===== src/inc/tksr_regs.vh =====
`ifndef TKSR_REGS_VH
`define TKSR_REGS_VH

`define TKSR_CLK_KHZ 100000
`define TKSR_BASE_MS 8
`define TKSR_PWRUP_MS 100
`define TKSR_WDOG_MS 125
`define TKSR_NACK_MS 30

// Bus address is arbitrary
`define TKSR_I2C_ADDR 7'h2A
// Identity byte value is arbitrary
`define TKSR_CHIP_ID 8'h5A

`define TKSR_A_CHIP 8'h00
`define TKSR_A_GSTAT 8'h02
`define TKSR_A_KSTAT 8'h03
`define TKSR_A_CAL 8'h04
`define TKSR_A_RST 8'h05
`define TKSR_A_IVAL 8'h06
`define TKSR_A_GUARD 8'h07
`define TKSR_A_MAXON 8'h08
`define TKSR_A_THR 8'h10
`define TKSR_A_AVG 8'h18
`define TKSR_A_GRP 8'h20
`define TKSR_A_DI 8'h28

`define TKSR_DEF_IVAL 8'h02
`define TKSR_DEF_GUARD 3'h7
`define TKSR_NO_GUARD 3'h7
`define TKSR_DEF_MAXON 8'hB4
`define TKSR_DEF_THR 8'h14
`define TKSR_DEF_AVG 8'h08
`define TKSR_DEF_GRP 2'h0
`define TKSR_DEF_DI 8'h04
`define TKSR_DI_MIN 8'h02
`define TKSR_LONG_AVG 8'h20
`define TKSR_SA_KEYS 7'h1F
`define TKSR_NKEYS 7

`endif


===== src/logic/tksr_touch_key_status_reporter.v =====
`timescale 1ns/1ps
`include "tksr_regs.vh"

// Behaviour
// - Mode pin caught after reset: high gives standalone, low gives bus operation.
// - Standalone uses fixed settings and reports each key on its own line.
// - Standalone key 0 is guard and wins over other keys filtering in.
// - Standalone drives five open-drain detect lines; first one shows guard.
// - Bus operation drives no key lines; shared pins serve bus and change.
// - Seven keys in bus operation, four plus guard in standalone.
// - Base cycle of 8 ms; acquire every N base cycles per interval setting.
// - Host writes interval byte over the bus; 255 intervals selectable.
// - Calibrating, touched or integrating forces acquisition every base cycle.
// - Large averaging factor stretches an acquisition over an extra base cycle.
// - Up to three groups, at most one touched key in each.
// - A detecting group key blocks its group mates until it leaves detect.
// - Keys outside a group may detect alongside that group's keys.
// - Change line pulled low when status bytes change.
// - Change line released when host reads a status byte.
// - Status back to old value unread: change held until any read.
// - Change line pulled low 100 ms after any reset.
// - Host reads a status register showing each key's touch state.
// - Host configures threshold, group, integrator, interval, guard, max on-time.
// - Nonzero reset byte resets after 125 ms; bus NACKed first 30 ms.
// - Nonzero calibration byte recalibrates and clears key status and overflow.
// - Integrator needs two or more confirming samples; 0 and 1 act as 2.
module tksr_touch_key_status_reporter #(
	parameter BASE_CYC = `TKSR_BASE_MS * `TKSR_CLK_KHZ,
	parameter PWRUP_CYC = `TKSR_PWRUP_MS * `TKSR_CLK_KHZ,
	parameter NACK_CYC = `TKSR_NACK_MS * `TKSR_CLK_KHZ,
	parameter WDOG_CYC = `TKSR_WDOG_MS * `TKSR_CLK_KHZ
)(
	input wire ref_clk,
	input wire rstn,
	input wire mode_pin,
	input wire [6:0] key_touch_raw,
	input wire scl_in,
	input wire sda_in,
	output wire sda_guard_out,
	output reg sda_guard_oe,
	output wire scl_key3_out,
	output reg scl_key3_oe,
	output wire change_key4_out,
	output reg change_key4_oe,
	output wire key1_detect_out,
	output reg key1_detect_oe,
	output wire key2_detect_out,
	output reg key2_detect_oe,
	output reg [6:0] key_status
);
	localparam [23:0] BASE_LAST = BASE_CYC - 1;
	localparam [23:0] PWRUP_LAST = PWRUP_CYC - 1;
	localparam [23:0] NACK_LAST = NACK_CYC - 1;
	localparam [23:0] WDOG_LAST = WDOG_CYC - 1;
	localparam [2:0] S_IDLE = 3'h0;
	localparam [2:0] S_ADDR = 3'h1;
	localparam [2:0] S_ACKA = 3'h2;
	localparam [2:0] S_WRITE = 3'h3;
	localparam [2:0] S_ACKW = 3'h4;
	localparam [2:0] S_READ = 3'h5;
	localparam [2:0] S_RACK = 3'h6;
	localparam [6:0] SA_KEYS = `TKSR_SA_KEYS;

	function in_blk;
		input [7:0] a;
		input [7:0] base;
		begin
			in_blk = (a[7:3] == base[7:3]) && (a[2:0] != 3'h7);
		end
	endfunction

	function [7:0] di_eff;
		input [7:0] di;
		begin
			di_eff = (di < `TKSR_DI_MIN) ? `TKSR_DI_MIN : di;
		end
	endfunction

	// Soft reset reuses the async path; the pulse comes from one flop, so it cannot glitch
	reg soft_rst_reg;
	wire core_rstn = rstn & ~soft_rst_reg;
	reg wd_run_reg;
	reg [23:0] wd_cnt_reg;
	reg wr_p_reg;
	reg [7:0] wr_a_reg, wr_d_reg;
	reg rd_p_reg;
	reg [7:0] rd_a_reg;
	wire wd_start = wr_p_reg && (wr_a_reg == `TKSR_A_RST) && (wr_d_reg != 8'h00);

	always @(posedge ref_clk or negedge rstn) begin
		if (!rstn) begin
			wd_run_reg <= 1'b0;
			wd_cnt_reg <= 24'h00_0000;
			soft_rst_reg <= 1'b0;
		end else begin
			soft_rst_reg <= 1'b0;
			if (wd_run_reg) begin
				wd_cnt_reg <= wd_cnt_reg + 24'h00_0001;
				if (wd_cnt_reg == WDOG_LAST) begin
					wd_run_reg <= 1'b0;
					soft_rst_reg <= 1'b1;
				end
			end else if (wd_start) begin
				wd_run_reg <= 1'b1;
				wd_cnt_reg <= 24'h00_0000;
			end
		end
	end

	reg mode_s1, mode_s2, sa_reg, comms_reg;
	reg [1:0] mode_wait_reg;
	reg [6:0] raw_s1, raw_s2;
	reg scl_s1, scl_s2, scl_d, sda_s1, sda_s2, sda_d;
	reg [23:0] pu_cnt_reg;
	reg pu_done_reg, nack_reg, pu_evt_reg;

	always @(posedge ref_clk or negedge core_rstn) begin
		if (!core_rstn) begin
			mode_s1 <= 1'b0;
			mode_s2 <= 1'b0;
			mode_wait_reg <= 2'h0;
			sa_reg <= 1'b0;
			comms_reg <= 1'b0;
			raw_s1 <= 7'h00;
			raw_s2 <= 7'h00;
			{scl_s1, scl_s2, scl_d, sda_s1, sda_s2, sda_d} <= 6'h3F;
			pu_cnt_reg <= 24'h00_0000;
			pu_done_reg <= 1'b0;
			nack_reg <= 1'b1;
			pu_evt_reg <= 1'b0;
		end else begin
			mode_s1 <= mode_pin;
			mode_s2 <= mode_s1;
			raw_s1 <= key_touch_raw;
			raw_s2 <= raw_s1;
			{scl_s1, scl_s2, scl_d} <= {scl_in, scl_s1, scl_s2};
			{sda_s1, sda_s2, sda_d} <= {sda_in, sda_s1, sda_s2};
			if (mode_wait_reg != 2'h3) begin
				mode_wait_reg <= mode_wait_reg + 2'h1;
				if (mode_wait_reg == 2'h2) begin
					sa_reg <= mode_s2;
					comms_reg <= ~mode_s2;
				end
			end
			pu_evt_reg <= 1'b0;
			if (!pu_done_reg) begin
				pu_cnt_reg <= pu_cnt_reg + 24'h00_0001;
				if (pu_cnt_reg == NACK_LAST)
					nack_reg <= 1'b0;
				if (pu_cnt_reg == PWRUP_LAST) begin
					pu_done_reg <= 1'b1;
					pu_evt_reg <= 1'b1;
				end
			end
		end
	end

	wire scl_rise = scl_s2 & ~scl_d;
	wire scl_fall = ~scl_s2 & scl_d;
	wire i2c_start = scl_s2 & scl_d & sda_d & ~sda_s2;
	wire i2c_stop = scl_s2 & scl_d & ~sda_d & sda_s2;

	reg [7:0] ival_reg, maxon_reg;
	reg [2:0] guard_reg;
	reg [55:0] thr_reg, avg_reg, di_reg, cnt_reg;
	reg [13:0] grp_reg;
	reg [6:0] det_reg;
	reg cal_reg, ovf_reg;
	reg [7:0] rd_data;
	reg [7:0] sh_reg, ptr_reg;
	wire [7:0] rd_a_cur = ptr_reg;
	integer i;
	integer j;

	always @* begin
		rd_data = 8'h00;
		if (rd_a_cur == `TKSR_A_CHIP)
			rd_data = `TKSR_CHIP_ID;
		else if (rd_a_cur == `TKSR_A_GSTAT)
			rd_data = {cal_reg, ovf_reg, 6'h00};
		else if (rd_a_cur == `TKSR_A_KSTAT)
			rd_data = {1'b0, det_reg};
		else if (rd_a_cur == `TKSR_A_IVAL)
			rd_data = ival_reg;
		else if (rd_a_cur == `TKSR_A_GUARD)
			rd_data = {5'h00, guard_reg};
		else if (rd_a_cur == `TKSR_A_MAXON)
			rd_data = maxon_reg;
		else if (in_blk(rd_a_cur, `TKSR_A_THR))
			rd_data = thr_reg[rd_a_cur[2:0]*8 +: 8];
		else if (in_blk(rd_a_cur, `TKSR_A_AVG))
			rd_data = avg_reg[rd_a_cur[2:0]*8 +: 8];
		else if (in_blk(rd_a_cur, `TKSR_A_GRP))
			rd_data = {6'h00, grp_reg[rd_a_cur[2:0]*2 +: 2]};
		else if (in_blk(rd_a_cur, `TKSR_A_DI))
			rd_data = di_reg[rd_a_cur[2:0]*8 +: 8];
	end

	reg [2:0] st_reg;
	reg [3:0] bit_cnt_reg;
	reg rw_reg, first_reg, sda_drv_reg;

	always @(posedge ref_clk or negedge core_rstn) begin
		if (!core_rstn) begin
			st_reg <= S_IDLE;
			bit_cnt_reg <= 4'h0;
			sh_reg <= 8'h00;
			ptr_reg <= 8'h00;
			rw_reg <= 1'b0;
			first_reg <= 1'b0;
			sda_drv_reg <= 1'b0;
			wr_p_reg <= 1'b0;
			wr_a_reg <= 8'h00;
			wr_d_reg <= 8'h00;
			rd_p_reg <= 1'b0;
			rd_a_reg <= 8'h00;
		end else begin
			wr_p_reg <= 1'b0;
			rd_p_reg <= 1'b0;
			if (!comms_reg) begin
				st_reg <= S_IDLE;
				sda_drv_reg <= 1'b0;
			end else if (i2c_start) begin
				st_reg <= S_ADDR;
				bit_cnt_reg <= 4'h0;
				sda_drv_reg <= 1'b0;
			end else if (i2c_stop) begin
				st_reg <= S_IDLE;
				sda_drv_reg <= 1'b0;
			end else if (scl_rise) begin
				case (st_reg)
				S_ADDR, S_WRITE: begin
					sh_reg <= {sh_reg[6:0], sda_s2};
					bit_cnt_reg <= bit_cnt_reg + 4'h1;
				end
				S_READ: bit_cnt_reg <= bit_cnt_reg + 4'h1;
				S_RACK: if (sda_s2)
					st_reg <= S_IDLE;
				default: ;
				endcase
			end else if (scl_fall) begin
				case (st_reg)
				S_ADDR: if (bit_cnt_reg == 4'h8) begin
					if ((sh_reg[7:1] == `TKSR_I2C_ADDR) && !nack_reg) begin
						sda_drv_reg <= 1'b1;
						rw_reg <= sh_reg[0];
						st_reg <= S_ACKA;
					end else
						st_reg <= S_IDLE;
				end
				S_ACKA: begin
					bit_cnt_reg <= 4'h0;
					first_reg <= 1'b1;
					if (rw_reg) begin
						sh_reg <= rd_data;
						sda_drv_reg <= ~rd_data[7];
						rd_p_reg <= 1'b1;
						rd_a_reg <= ptr_reg;
						st_reg <= S_READ;
					end else begin
						sda_drv_reg <= 1'b0;
						st_reg <= S_WRITE;
					end
				end
				S_WRITE: if (bit_cnt_reg == 4'h8) begin
					sda_drv_reg <= 1'b1;
					bit_cnt_reg <= 4'h0;
					st_reg <= S_ACKW;
					first_reg <= 1'b0;
					if (first_reg)
						ptr_reg <= sh_reg;
					else begin
						wr_p_reg <= 1'b1;
						wr_a_reg <= ptr_reg;
						wr_d_reg <= sh_reg;
						ptr_reg <= ptr_reg + 8'h01;
					end
				end
				S_ACKW: begin
					sda_drv_reg <= 1'b0;
					st_reg <= S_WRITE;
				end
				S_READ: if (bit_cnt_reg == 4'h8) begin
					sda_drv_reg <= 1'b0;
					ptr_reg <= ptr_reg + 8'h01;
					st_reg <= S_RACK;
				end else begin
					sda_drv_reg <= ~sh_reg[6];
					sh_reg <= {sh_reg[6:0], 1'b0};
				end
				S_RACK: begin
					bit_cnt_reg <= 4'h0;
					sh_reg <= rd_data;
					sda_drv_reg <= ~rd_data[7];
					rd_p_reg <= 1'b1;
					rd_a_reg <= ptr_reg;
					st_reg <= S_READ;
				end
				default: st_reg <= S_IDLE;
				endcase
			end
		end
	end

	wire cal_req = wr_p_reg && (wr_a_reg == `TKSR_A_CAL) && (wr_d_reg != 8'h00);

	always @(posedge ref_clk or negedge core_rstn) begin
		if (!core_rstn) begin
			ival_reg <= `TKSR_DEF_IVAL;
			guard_reg <= `TKSR_DEF_GUARD;
			maxon_reg <= `TKSR_DEF_MAXON;
			thr_reg <= {`TKSR_NKEYS{`TKSR_DEF_THR}};
			avg_reg <= {`TKSR_NKEYS{`TKSR_DEF_AVG}};
			grp_reg <= {`TKSR_NKEYS{`TKSR_DEF_GRP}};
			di_reg <= {`TKSR_NKEYS{`TKSR_DEF_DI}};
		end else if (wr_p_reg) begin
			if (wr_a_reg == `TKSR_A_IVAL)
				ival_reg <= wr_d_reg;
			if (wr_a_reg == `TKSR_A_GUARD)
				guard_reg <= wr_d_reg[2:0];
			if (wr_a_reg == `TKSR_A_MAXON)
				maxon_reg <= wr_d_reg;
			if (in_blk(wr_a_reg, `TKSR_A_THR))
				thr_reg[wr_a_reg[2:0]*8 +: 8] <= wr_d_reg;
			if (in_blk(wr_a_reg, `TKSR_A_AVG))
				avg_reg[wr_a_reg[2:0]*8 +: 8] <= wr_d_reg;
			if (in_blk(wr_a_reg, `TKSR_A_GRP))
				grp_reg[wr_a_reg[2:0]*2 +: 2] <= wr_d_reg[1:0];
			if (in_blk(wr_a_reg, `TKSR_A_DI))
				di_reg[wr_a_reg[2:0]*8 +: 8] <= wr_d_reg;
		end
	end

	// Effective settings: standalone ignores the programmed values entirely
	reg [6:0] en_eff;
	reg [55:0] di_use;
	reg [13:0] grp_use;
	reg [2:0] guard_use;
	reg stretch_need;
	always @* begin
		guard_use = sa_reg ? 3'h0 : guard_reg;
		stretch_need = 1'b0;
		for (j = 0; j < `TKSR_NKEYS; j = j + 1) begin
			en_eff[j] = sa_reg ? SA_KEYS[j] : (avg_reg[j*8 +: 8] != 8'h00);
			di_use[j*8 +: 8] = di_eff(sa_reg ? `TKSR_DEF_DI : di_reg[j*8 +: 8]);
			grp_use[j*2 +: 2] = sa_reg ? 2'h0 : grp_reg[j*2 +: 2];
			if (!sa_reg && en_eff[j] && avg_reg[j*8 +: 8] >= `TKSR_LONG_AVG)
				stretch_need = 1'b1;
		end
	end

	reg [23:0] base_cnt_reg;
	reg [7:0] ival_cnt_reg;
	reg str_ph_reg, acq_p_reg, ovf_set;
	wire fast = cal_reg | (|det_reg) | (|cnt_reg);
	wire [7:0] ival_eff = (sa_reg | fast | (ival_reg == 8'h00)) ? 8'h01 : ival_reg;
	wire base_tick = (base_cnt_reg == BASE_LAST);

	always @(posedge ref_clk or negedge core_rstn) begin
		if (!core_rstn) begin
			base_cnt_reg <= 24'h00_0000;
			ival_cnt_reg <= 8'h00;
			str_ph_reg <= 1'b0;
			acq_p_reg <= 1'b0;
			ovf_set <= 1'b0;
		end else begin
			acq_p_reg <= 1'b0;
			ovf_set <= 1'b0;
			base_cnt_reg <= base_tick ? 24'h00_0000 : base_cnt_reg + 24'h00_0001;
			if (base_tick && (sa_reg | comms_reg)) begin
				if (str_ph_reg) begin
					str_ph_reg <= 1'b0;
					acq_p_reg <= 1'b1;
				end else if (ival_cnt_reg + 8'h01 >= ival_eff) begin
					ival_cnt_reg <= 8'h00;
					if (stretch_need) begin
						str_ph_reg <= 1'b1;
						ovf_set <= 1'b1;
					end else
						acq_p_reg <= 1'b1;
				end else
					ival_cnt_reg <= ival_cnt_reg + 8'h01;
			end
		end
	end

	// Exits are resolved before entries so a freed group can be retaken in the same cycle
	reg [6:0] det_n, cand;
	reg [55:0] cnt_n;
	reg [3:0] grp_busy;
	reg [7:0] c1;
	reg guard_filt;
	always @* begin
		det_n = det_reg;
		cnt_n = cnt_reg;
		cand = 7'h00;
		grp_busy = 4'h0;
		c1 = 8'h00;
		guard_filt = (guard_use != `TKSR_NO_GUARD) && raw_s2[guard_use] &&
			!det_reg[guard_use] && en_eff[guard_use];
		for (i = 0; i < `TKSR_NKEYS; i = i + 1) begin
			c1 = cnt_reg[i*8 +: 8] + 8'h01;
			if (!en_eff[i]) begin
				det_n[i] = 1'b0;
				cnt_n[i*8 +: 8] = 8'h00;
			end else if (det_reg[i]) begin
				cnt_n[i*8 +: 8] = raw_s2[i] ? 8'h00 : c1;
				if (!raw_s2[i] && c1 >= di_use[i*8 +: 8]) begin
					det_n[i] = 1'b0;
					cnt_n[i*8 +: 8] = 8'h00;
				end
			end else if (!raw_s2[i] || (guard_filt && guard_use != i)) begin
				cnt_n[i*8 +: 8] = 8'h00;
			end else if (c1 >= di_use[i*8 +: 8]) begin
				cand[i] = 1'b1;
			end else
				cnt_n[i*8 +: 8] = c1;
		end
		for (i = 0; i < `TKSR_NKEYS; i = i + 1)
			if (det_n[i])
				grp_busy[grp_use[i*2 +: 2]] = 1'b1;
		for (i = 0; i < `TKSR_NKEYS; i = i + 1)
			if (cand[i] && (grp_use[i*2 +: 2] == 2'h0 || !grp_busy[grp_use[i*2 +: 2]])) begin
				det_n[i] = 1'b1;
				cnt_n[i*8 +: 8] = 8'h00;
				grp_busy[grp_use[i*2 +: 2]] = 1'b1;
			end
	end

	reg chg_reg;
	reg [8:0] prev_stat_reg, snap_reg;
	wire [8:0] stat = {cal_reg, ovf_reg, det_reg};
	wire rd_stat = rd_p_reg && (rd_a_reg == `TKSR_A_GSTAT || rd_a_reg == `TKSR_A_KSTAT);

	always @(posedge ref_clk or negedge core_rstn) begin
		if (!core_rstn) begin
			det_reg <= 7'h00;
			cnt_reg <= 56'h00_0000_0000_0000;
			cal_reg <= 1'b1;
			ovf_reg <= 1'b0;
			chg_reg <= 1'b0;
			prev_stat_reg <= 9'h000;
			snap_reg <= 9'h000;
		end else begin
			if (cal_req) begin
				det_reg <= 7'h00;
				cnt_reg <= 56'h00_0000_0000_0000;
			end else if (acq_p_reg) begin
				det_reg <= det_n;
				cnt_reg <= cnt_n;
			end
			if (cal_req)
				cal_reg <= 1'b1;
			else if (acq_p_reg)
				cal_reg <= 1'b0;
			if (ovf_set)
				ovf_reg <= 1'b1;
			else if (cal_req)
				ovf_reg <= 1'b0;
			prev_stat_reg <= stat;
			if (rd_stat)
				snap_reg <= stat;
			// A change in the same cycle as a clearing read keeps the line low
			if (comms_reg && pu_done_reg && (stat != prev_stat_reg))
				chg_reg <= 1'b1;
			else if (comms_reg && pu_evt_reg)
				chg_reg <= 1'b1;
			else if (rd_stat)
				chg_reg <= 1'b0;
			else if (rd_p_reg && stat == snap_reg)
				chg_reg <= 1'b0;
		end
	end

	reg pin_low_reg;
	assign sda_guard_out = pin_low_reg;
	assign scl_key3_out = pin_low_reg;
	assign change_key4_out = pin_low_reg;
	assign key1_detect_out = pin_low_reg;
	assign key2_detect_out = pin_low_reg;

	always @(posedge ref_clk or negedge core_rstn) begin
		if (!core_rstn) begin
			pin_low_reg <= 1'b0;
			sda_guard_oe <= 1'b0;
			scl_key3_oe <= 1'b0;
			change_key4_oe <= 1'b0;
			key1_detect_oe <= 1'b0;
			key2_detect_oe <= 1'b0;
			key_status <= 7'h00;
		end else begin
			pin_low_reg <= 1'b0;
			sda_guard_oe <= sa_reg ? det_reg[0] : sda_drv_reg;
			scl_key3_oe <= sa_reg & det_reg[3];
			change_key4_oe <= sa_reg ? det_reg[4] : chg_reg;
			key1_detect_oe <= sa_reg & det_reg[1];
			key2_detect_oe <= sa_reg & det_reg[2];
			key_status <= det_reg;
		end
	end
endmodule // tksr_touch_key_status_reporter


===== config.mk =====
export PLATFORM = sky130hd
export DESIGN_NAME = tksr_touch_key_status_reporter
export DESIGN_NICKNAME = d
export VERILOG_FILES = /design/src/logic/tksr_touch_key_status_reporter.v
export VERILOG_INCLUDE_DIRS = /design/src /design/src/inc
export SDC_FILE = /design/constraint.sdc
export NUM_CORES = 1
export LEC_CHECK = 0
export ABC_AREA = 1
export BUFFER_PORTS_ARGS = -buffer_cell sky130_fd_sc_hd__buf_4
export CAP_MARGIN = 20
export CORE_MARGIN = 2
export CORE_UTILIZATION = 58
export CTS_CLUSTER_DIAMETER = 150
export DETAILED_ROUTE_END_ITERATION = 16
export HOLD_SLACK_MARGIN = 0.12
export PLACE_DENSITY = 0.87
export SETUP_SLACK_MARGIN = 0.3
export SYNTH_ARGS = -nofsm -noshare
export SYNTH_HDL_FRONTEND = slang
export SYNTH_SLANG_ARGS = --single-unit
export TNS_END_PERCENT = 50

===== constraint.sdc =====
create_clock -name ref_clk -period 27.6 [get_ports ref_clk]
set_input_delay 2.76 -clock ref_clk [delete_from_list [all_inputs] [get_ports ref_clk]]
set_output_delay 2.76 -clock ref_clk [all_outputs]
set_load 0.02 [all_outputs]

==> flow_metrics.tcl, run 1 <==
set metrics [dict create \
    max_stage_delay_ps 480 \
    critPathArrivalTime_ps 6590 \
    synthXorXnorAreaFrac 0.02933 \
    dpl-instance-area_mm2 0.02572 \
    synth_top_area_frac 0.4100 \
    drive_gt1_frac 0.06706 \
    wl_met2_um 32940 \
    crit_fanout 49 \
    placedCellCount 3687 \
    synth_simple_gate_area_share 0.2361 \
    min_period_ps 6056 \
    num_rows 76 \
    grt_pass1_wl_um 116100 \
    crit_path_top_delay_cell "buf_4" \
    hold_end "raw_s2[2]" \
    synth_area_leaders "dfrtp_1 (41%), nand2_1 (11%), o21ai_0 (7.2%), inv_1 (5.6%), ha_1 (4.9%)" \
    die_area_mm2 0.04493 \
    synth_compound_area_frac 0.1516 \
    cts.sinks 455 \
    ys_seq_area_frac 0.4561 \
    cts_tree "built" \
    worst_pin_slew_ps 1232 \
    yosys.area.top_type "dfrtp_1" \
    synth-adder-area-share 0.04888 \
    power-per-cell-area_mw_per_mm2 51.20 \
    cts_root_buf "clkbuf_16" \
    cap_violations 0 \
    core_mm2 0.04289 \
    io_pins 29 \
    min-delay-start "raw_s1[2]" \
    r2r-end "cnt_reg[48]" \
    numCtsBuffers 47 \
    hpwlAfterDp_um 51120 \
    fmax_mhz 165.1 \
    ys_ff_latch 455 \
    grt_overflow 0 \
    ant_nets 0 \
    yosys_warnings 0 \
    synth_edf_count 0 \
    fin_crit_sh 0.2194 \
    utilization 0.6386 \
    synthToLayoutAreaGrowth_pct 9.183 \
    drt-total-wl_um 73110 \
    grt_max_degree 188 \
    avgViaCountPerCell 6.074 \
    worstRegToRegCells 52 \
    design_area_mm2 0.02739 \
    die_w_um 212.0 \
    firstDrtPassIters 7 \
    finalSetupTns_ps 0 \
    endpoint_kind "register" \
    num_vias 22940 \
    cts_setup_buffers 0 \
    cts.clk_slew.worst_paths_ps 60 \
    async_flop_share 1.000 \
    synth.most_common_cell "nand2_1" \
    avgSynthCellArea_um2 7.931 \
    num_antenna_cells 0 \
    yosysUniqueCellTypes 66 \
    start_kind "register" \
    hold_path.class "register to register" \
    final_nets 3263 \
    synthCells 3163 \
    cts_hold_buf 0 \
    critPathKind "register to register" \
    initial_utilization 0.5849 \
    antenna_found_initial 4 \
    grt_pass1_vias 21470 \
    synthMuxAreaShare 0.001995 \
    drt-initial-drc-count 2832 \
    synth_commonest_cells "nand2_1 (733), dfrtp_1 (411), inv_1 (373), o21ai_0 (362), nor2_1 (248)" \
    whs_ps 350.6 \
    ctsResizeCount 0 \
    cts_max_level 2 \
    r2r_slack_ps 21540 \
    gp_congestion 1.016 \
    synth_ff_type "dfrtp_1" \
    vdd_drop_max_v 0.00006372 \
    finalSetupViolCount 0 \
    stdcell_count 3776 \
    die_y_um 212.0 \
    status "complete, no violations" \
    hold_viol 0 \
    p_leak_nw 12.69 \
    syn_area_mm2 0.02509 \
    synth_top_family_by_area "simple AND/OR/NAND/NOR gates" \
    clk_latency_ps 600 \
    max_slew_margin 0.1776 \
    rsz0062_at_grt "no" \
    slew_viol_final 0 \
    wl_met3_um 7576 \
    highest_layer "met5" \
    drc_errors 0 \
    whs_path_depth 0 \
    io_buffers 23 \
    worst_path_most_repeated_cell "nand2_1" \
    clockBufferDepth 3 \
    fin_skew_ps 15.05 \
    drt-met1-wl_um 29160 \
    grt.total_usage 0.3299 \
    cp.required_ps 28140 \
    r2r-start "sa_reg" \
    avgRoutedWirePerCell_um 19.36 \
]
-- per-layer routing --
metal  track usage  vias up
li1              -    10590
met1        0.4403    10880
met2        0.5171     1211
met3       0.07491      258
met4        0.1440        6
met5             0        -
-- cells by family after synthesis --
| logic type | after synthesis |
|---|---|
| other cells | 1 |
| simple gates | 1373 |
| fa+ha+maj | 98 |
| buf+inv | 490 |
| flops | 455 |
| compound gates | 657 |
| mux | 5 |
| xor+xnor | 84 |
-- placed cells by master (no fill, tap or decap), types with 5 or more instances in the layout --
| master | netlist | routed |
|---|---|---|
| nor3_1 | 64 | 64 |
| nand2_2 | 12 | 12 |
| o31ai_1 | 21 | 20 |
| o221ai_1 | 23 | 23 |
| nor2_1 | 248 | 247 |
| nand3b_1 | 14 | 14 |
| inv_1 | 373 | 372 |
| conb_1 | 1 | 5 |
| clkinv_2 | 0 | 7 |
| buf_4 | 14 | 45 |
| o211ai_1 | 30 | 30 |
| nand3_1 | 159 | 159 |
| a211oi_1 | 5 | 5 |
| nor4_1 | 51 | 51 |
| o21ai_0 | 362 | 362 |
| o22ai_1 | 36 | 36 |
| o21a_1 | 9 | 9 |
| o2111ai_1 | 7 | 7 |
| xnor2_1 | 16 | 16 |
| o41ai_1 | 8 | 8 |
| ha_1 | 98 | 98 |
| a31oi_1 | 15 | 15 |
| dfstp_2 | 44 | 44 |
| a221oi_1 | 6 | 6 |
| clkbuf_1 | 88 | 7 |
| dfrtp_1 | 411 | 409 |
| clkbuf_8 | 0 | 13 |
| nand2_1 | 733 | 733 |
| o21ai_1 | 5 | 5 |
| bufinv_16 | 0 | 5 |
| xor2_1 | 68 | 68 |
| nand4_1 | 68 | 68 |
| a21oi_1 | 103 | 103 |
| mux2i_1 | 5 | 5 |
| clkbuf_16 | 0 | 48 |
-- worst max-delay path by stage --
stage | startpoint | to | cells past startpoint
floorplan | rstn | acq_p_reg | 2
global placement | rstn | ptr_reg[0] | 6
detailed placement | rstn | ptr_reg[0] | 6
CTS | sa_reg | cnt_reg[48] | 52
global route | sa_reg | cnt_reg[48] | 52
finish | sa_reg | cnt_reg[48] | 52
-- metrics by stage --
| stage | total power [W] | worst slack (ps) |
|---|---|---|
| floorplan | 0.0007181 | 9391 |
| global placement | 0.0007327 | 21680 |
| detailed placement | 0.0007335 | 21650 |
| CTS | 0.001405 | 21680 |
| global route | 0.001439 | 20790 |
| finish | 0.001402 | 21540 |
-- final cells by class --
type                    instances  area [um2]
inverters                     380        1426
clock buffers                  68        1406
multi-input cells            2222       11770
repair buffers                 47       362.8
flip-flops and latches        455       11440
clock inverters                19       250.2
well taps                     585       732.0
fillers                      3530       15500
-- power breakdown --
part / switching [W] / internal (W)
logic: 0.0000340 / 0.00000945
clock network: 0.000279 / 0.000402
registers: 0.00000515 / 0.000673
total: 0.000318 / 0.00108
-- critical path, delay by kind of cell, from the launching register on --
family / cells / cell delay, ps
buf+inv: 6 / 870
simple gates: 42 / 4000
flops: 1 / 400
fa+ha+maj: 1 / 260
compound gates: 3 / 450
No activity file was read; power rests on OpenSTA's default activity.
==> run 2, diff against run 1 <==
==> constraint.sdc (replaced) <==
create_clock -name ref_clk -period 4.9 [get_ports ref_clk]
set_input_delay 0.49 -clock ref_clk [delete_from_list [all_inputs] [get_ports ref_clk]]
set_output_delay 0.49 -clock ref_clk [all_outputs]
set_load 0.02 [all_outputs]
==> run 2 against run 1 <==
Global-route usage up 2.5 points. Fmax up 0.54%. Non-clock buffer count up 286. The flow now finishes with violations (setup timing). Cell area up 11%. Critical endpoint is now cnt_reg[45]. Sequential share of layout area down 4.1 points. Critical path depth down 4. Total power rose to 5.6 times the previous value.
==> flow_metrics.tcl, run 2 (same netlist as run 1, synthesis figures left out) <==
set metrics [dict create \
    dpl-instance-area_mm2 0.02764 \
    critPathKind "register to register" \
    crit_fanout 5 \
    gp_congestion 1.021 \
    drt-total-wl_um 82020 \
    power-per-cell-area_mw_per_mm2 258.3 \
    fin_crit_sh 1.229 \
    max_stage_delay_ps 360 \
    whs_ps 344.7 \
    final_nets 3549 \
    pre_cts_slack_ps -708.5 \
    die_area_mm2 0.04493 \
    drc_errors 0 \
    die_w_um 212.0 \
    cts.sinks 455 \
    io_pins 29 \
    switching_share 0.2341 \
    p_leak_nw 14.29 \
    synthToLayoutAreaGrowth_pct 21.16 \
    violations "setup timing" \
    num_rows 76 \
    min_period_ps 6024 \
    io_buffers 23 \
    mostFrequentLayoutCells "nand2_1 (699), dfrtp_1 (409), inv_1 (367), o21ai_0 (352), buf_4 (295)" \
    drt-initial-drc-count 3552 \
    grt_pass1_wl_um 125000 \
    cts.clk_slew.worst_paths_ps 60 \
    grt.total_usage 0.3550 \
    clockPowerShare 0.470 \
    antenna_found_initial 3 \
    p_switching_w 0.001838 \
    start_kind "register" \
    grt_max_degree 101 \
    clockBufferDepth 3 \
    hpwlAfterDp_um 55160 \
    max_slew_margin 0.2465 \
    ant_nets 0 \
    stdcell_count 4063 \
    grt_overflow 0 \
    design_area_mm2 0.03039 \
    power.internal_w 0.006014 \
    pwr-share-comb 0.043 \
    num_vias 24970 \
    fin_ws_ps -1124 \
    die_y_um 212.0 \
    final_common_cell "nand2_1" \
    utilization 0.7087 \
    drive_gt1_frac 0.1705 \
    clk_latency_ps 610 \
    num_antenna_cells 0 \
    seq_power_share 0.487 \
    cp.required_ps 5420 \
    core_mm2 0.04289 \
    placedCellCount 3928 \
    cap_violations 0 \
    critPathArrivalTime_ps 6550 \
    numCtsBuffers 47 \
    cts_tree "built" \
    hold_path.class "register to register" \
    slew_viol_final 0 \
    initial_utilization 0.5849 \
    fin_skew_ps 19.69 \
    rsz0062_at_grt "yes" \
    finalSetupViolCount 44 \
    status "complete, but fails checks" \
    endpoint_kind "register" \
    crit_path_top_delay_cell "dfrtp_1" \
    avgViaCountPerCell 6.147 \
    avgRoutedWirePerCell_um 20.19 \
    worst_path_most_repeated_cell "nand2_2" \
    worst_pin_slew_ps 1120 \
    firstDrtPassIters 7 \
    cts_root_buf "clkbuf_16" \
    fmax_mhz 166.0 \
    hold_viol 0 \
    grt_pass1_vias 23550 \
    cts_max_level 2 \
    vdd_drop_max_v 0.0002603 \
]
==> run 2: cell count changes in the layout (fill, tap and decap cells not counted), sizes merged <==
cell,before,now
clkinvlp,3,4
bufbuf,0,2
clkinv,13,15
bufinv,5,3
inv,378,375
dlygate4sd3,0,11
buf,46,317
clkbuf,69,74
==> run 2: worst paths after layout <==
path,startpoint,end,slack (ps),cells after the start
setup / recovery,cnt_reg[40],cnt_reg[45],-1120,48
hold / removal,raw_s1[4],raw_s2[4],340,0
setup reg to reg,cnt_reg[40],cnt_reg[45],-1120,48
hold reg to reg,raw_s1[4],raw_s2[4],340,0
max in group asynchronous,rstn,ptr_reg[0],2670,5
min in group asynchronous,rstn,wd_cnt_reg[23],360,2
==> run 2: metal layers <==
| metal | up-vias | global-route usage | wire length (um) |
|---|---|---|---|
| li1 | 11160 | - | - |
| met1 | 11790 | 0.4569 | 31110 |
| met2 | 1589 | 0.5518 | 36780 |
| met3 | 433 | 0.08485 | 8812 |
| met4 | 2 | 0.1999 | 5293 |
| met5 | - | 0 | 13 |
==> run 2: power groups by stage <==
stage	registers, W	logic (W)	clock network, W
floorplan	0.00388	0.000169	0
global placement	0.00389	0.000277	0
detailed placement	0.00389	0.000282	0
CTS	0.00382	0.000311	0.00371
global route	0.00382	0.000365	0.00385
finish	0.00382	0.000336	0.00369
==> run 2: metrics by stage <==
step                       TNS, ps  total power, W
after floorplan           -1702530        0.004046
after global placement       -9047        0.004164
after detailed placement    -15670        0.004170
after CTS                   -11780        0.007841
after global routing        -42440        0.008036
final                       -30700        0.007852
==> run 2: cell type report <==
type / count / area (um2)
fill: 3078 / 12490
timing repair buffer: 333 / 2789
inverter: 380 / 1448
multi-input combinational: 2222 / 12400
clock inverter: 17 / 209.0
clock buffer: 71 / 1376
sequential: 455 / 11440
tap: 585 / 732.0
==> run 2: critical path, delay by kind of cell, from the launching register on <==
kind                     cells  cell delay, ps
XOR/XNOR                     1             240
adder cells (fa/ha/maj)      1             280
buffers and inverters        8             700
flip-flops                   1             360
AND/OR/NAND/NOR             36            3960
AO/OA/AOI/OAI                2             380
==> run 2: timing repair <==
action	4_1_cts	5_1_grt
hold buffers	11	0
cloned	2	2
setup endpoints to repair	44	62
pin swaps	12	53
resized for setup	52	113
setup buffers	15	14
endpoints found under the hold margin	36	0
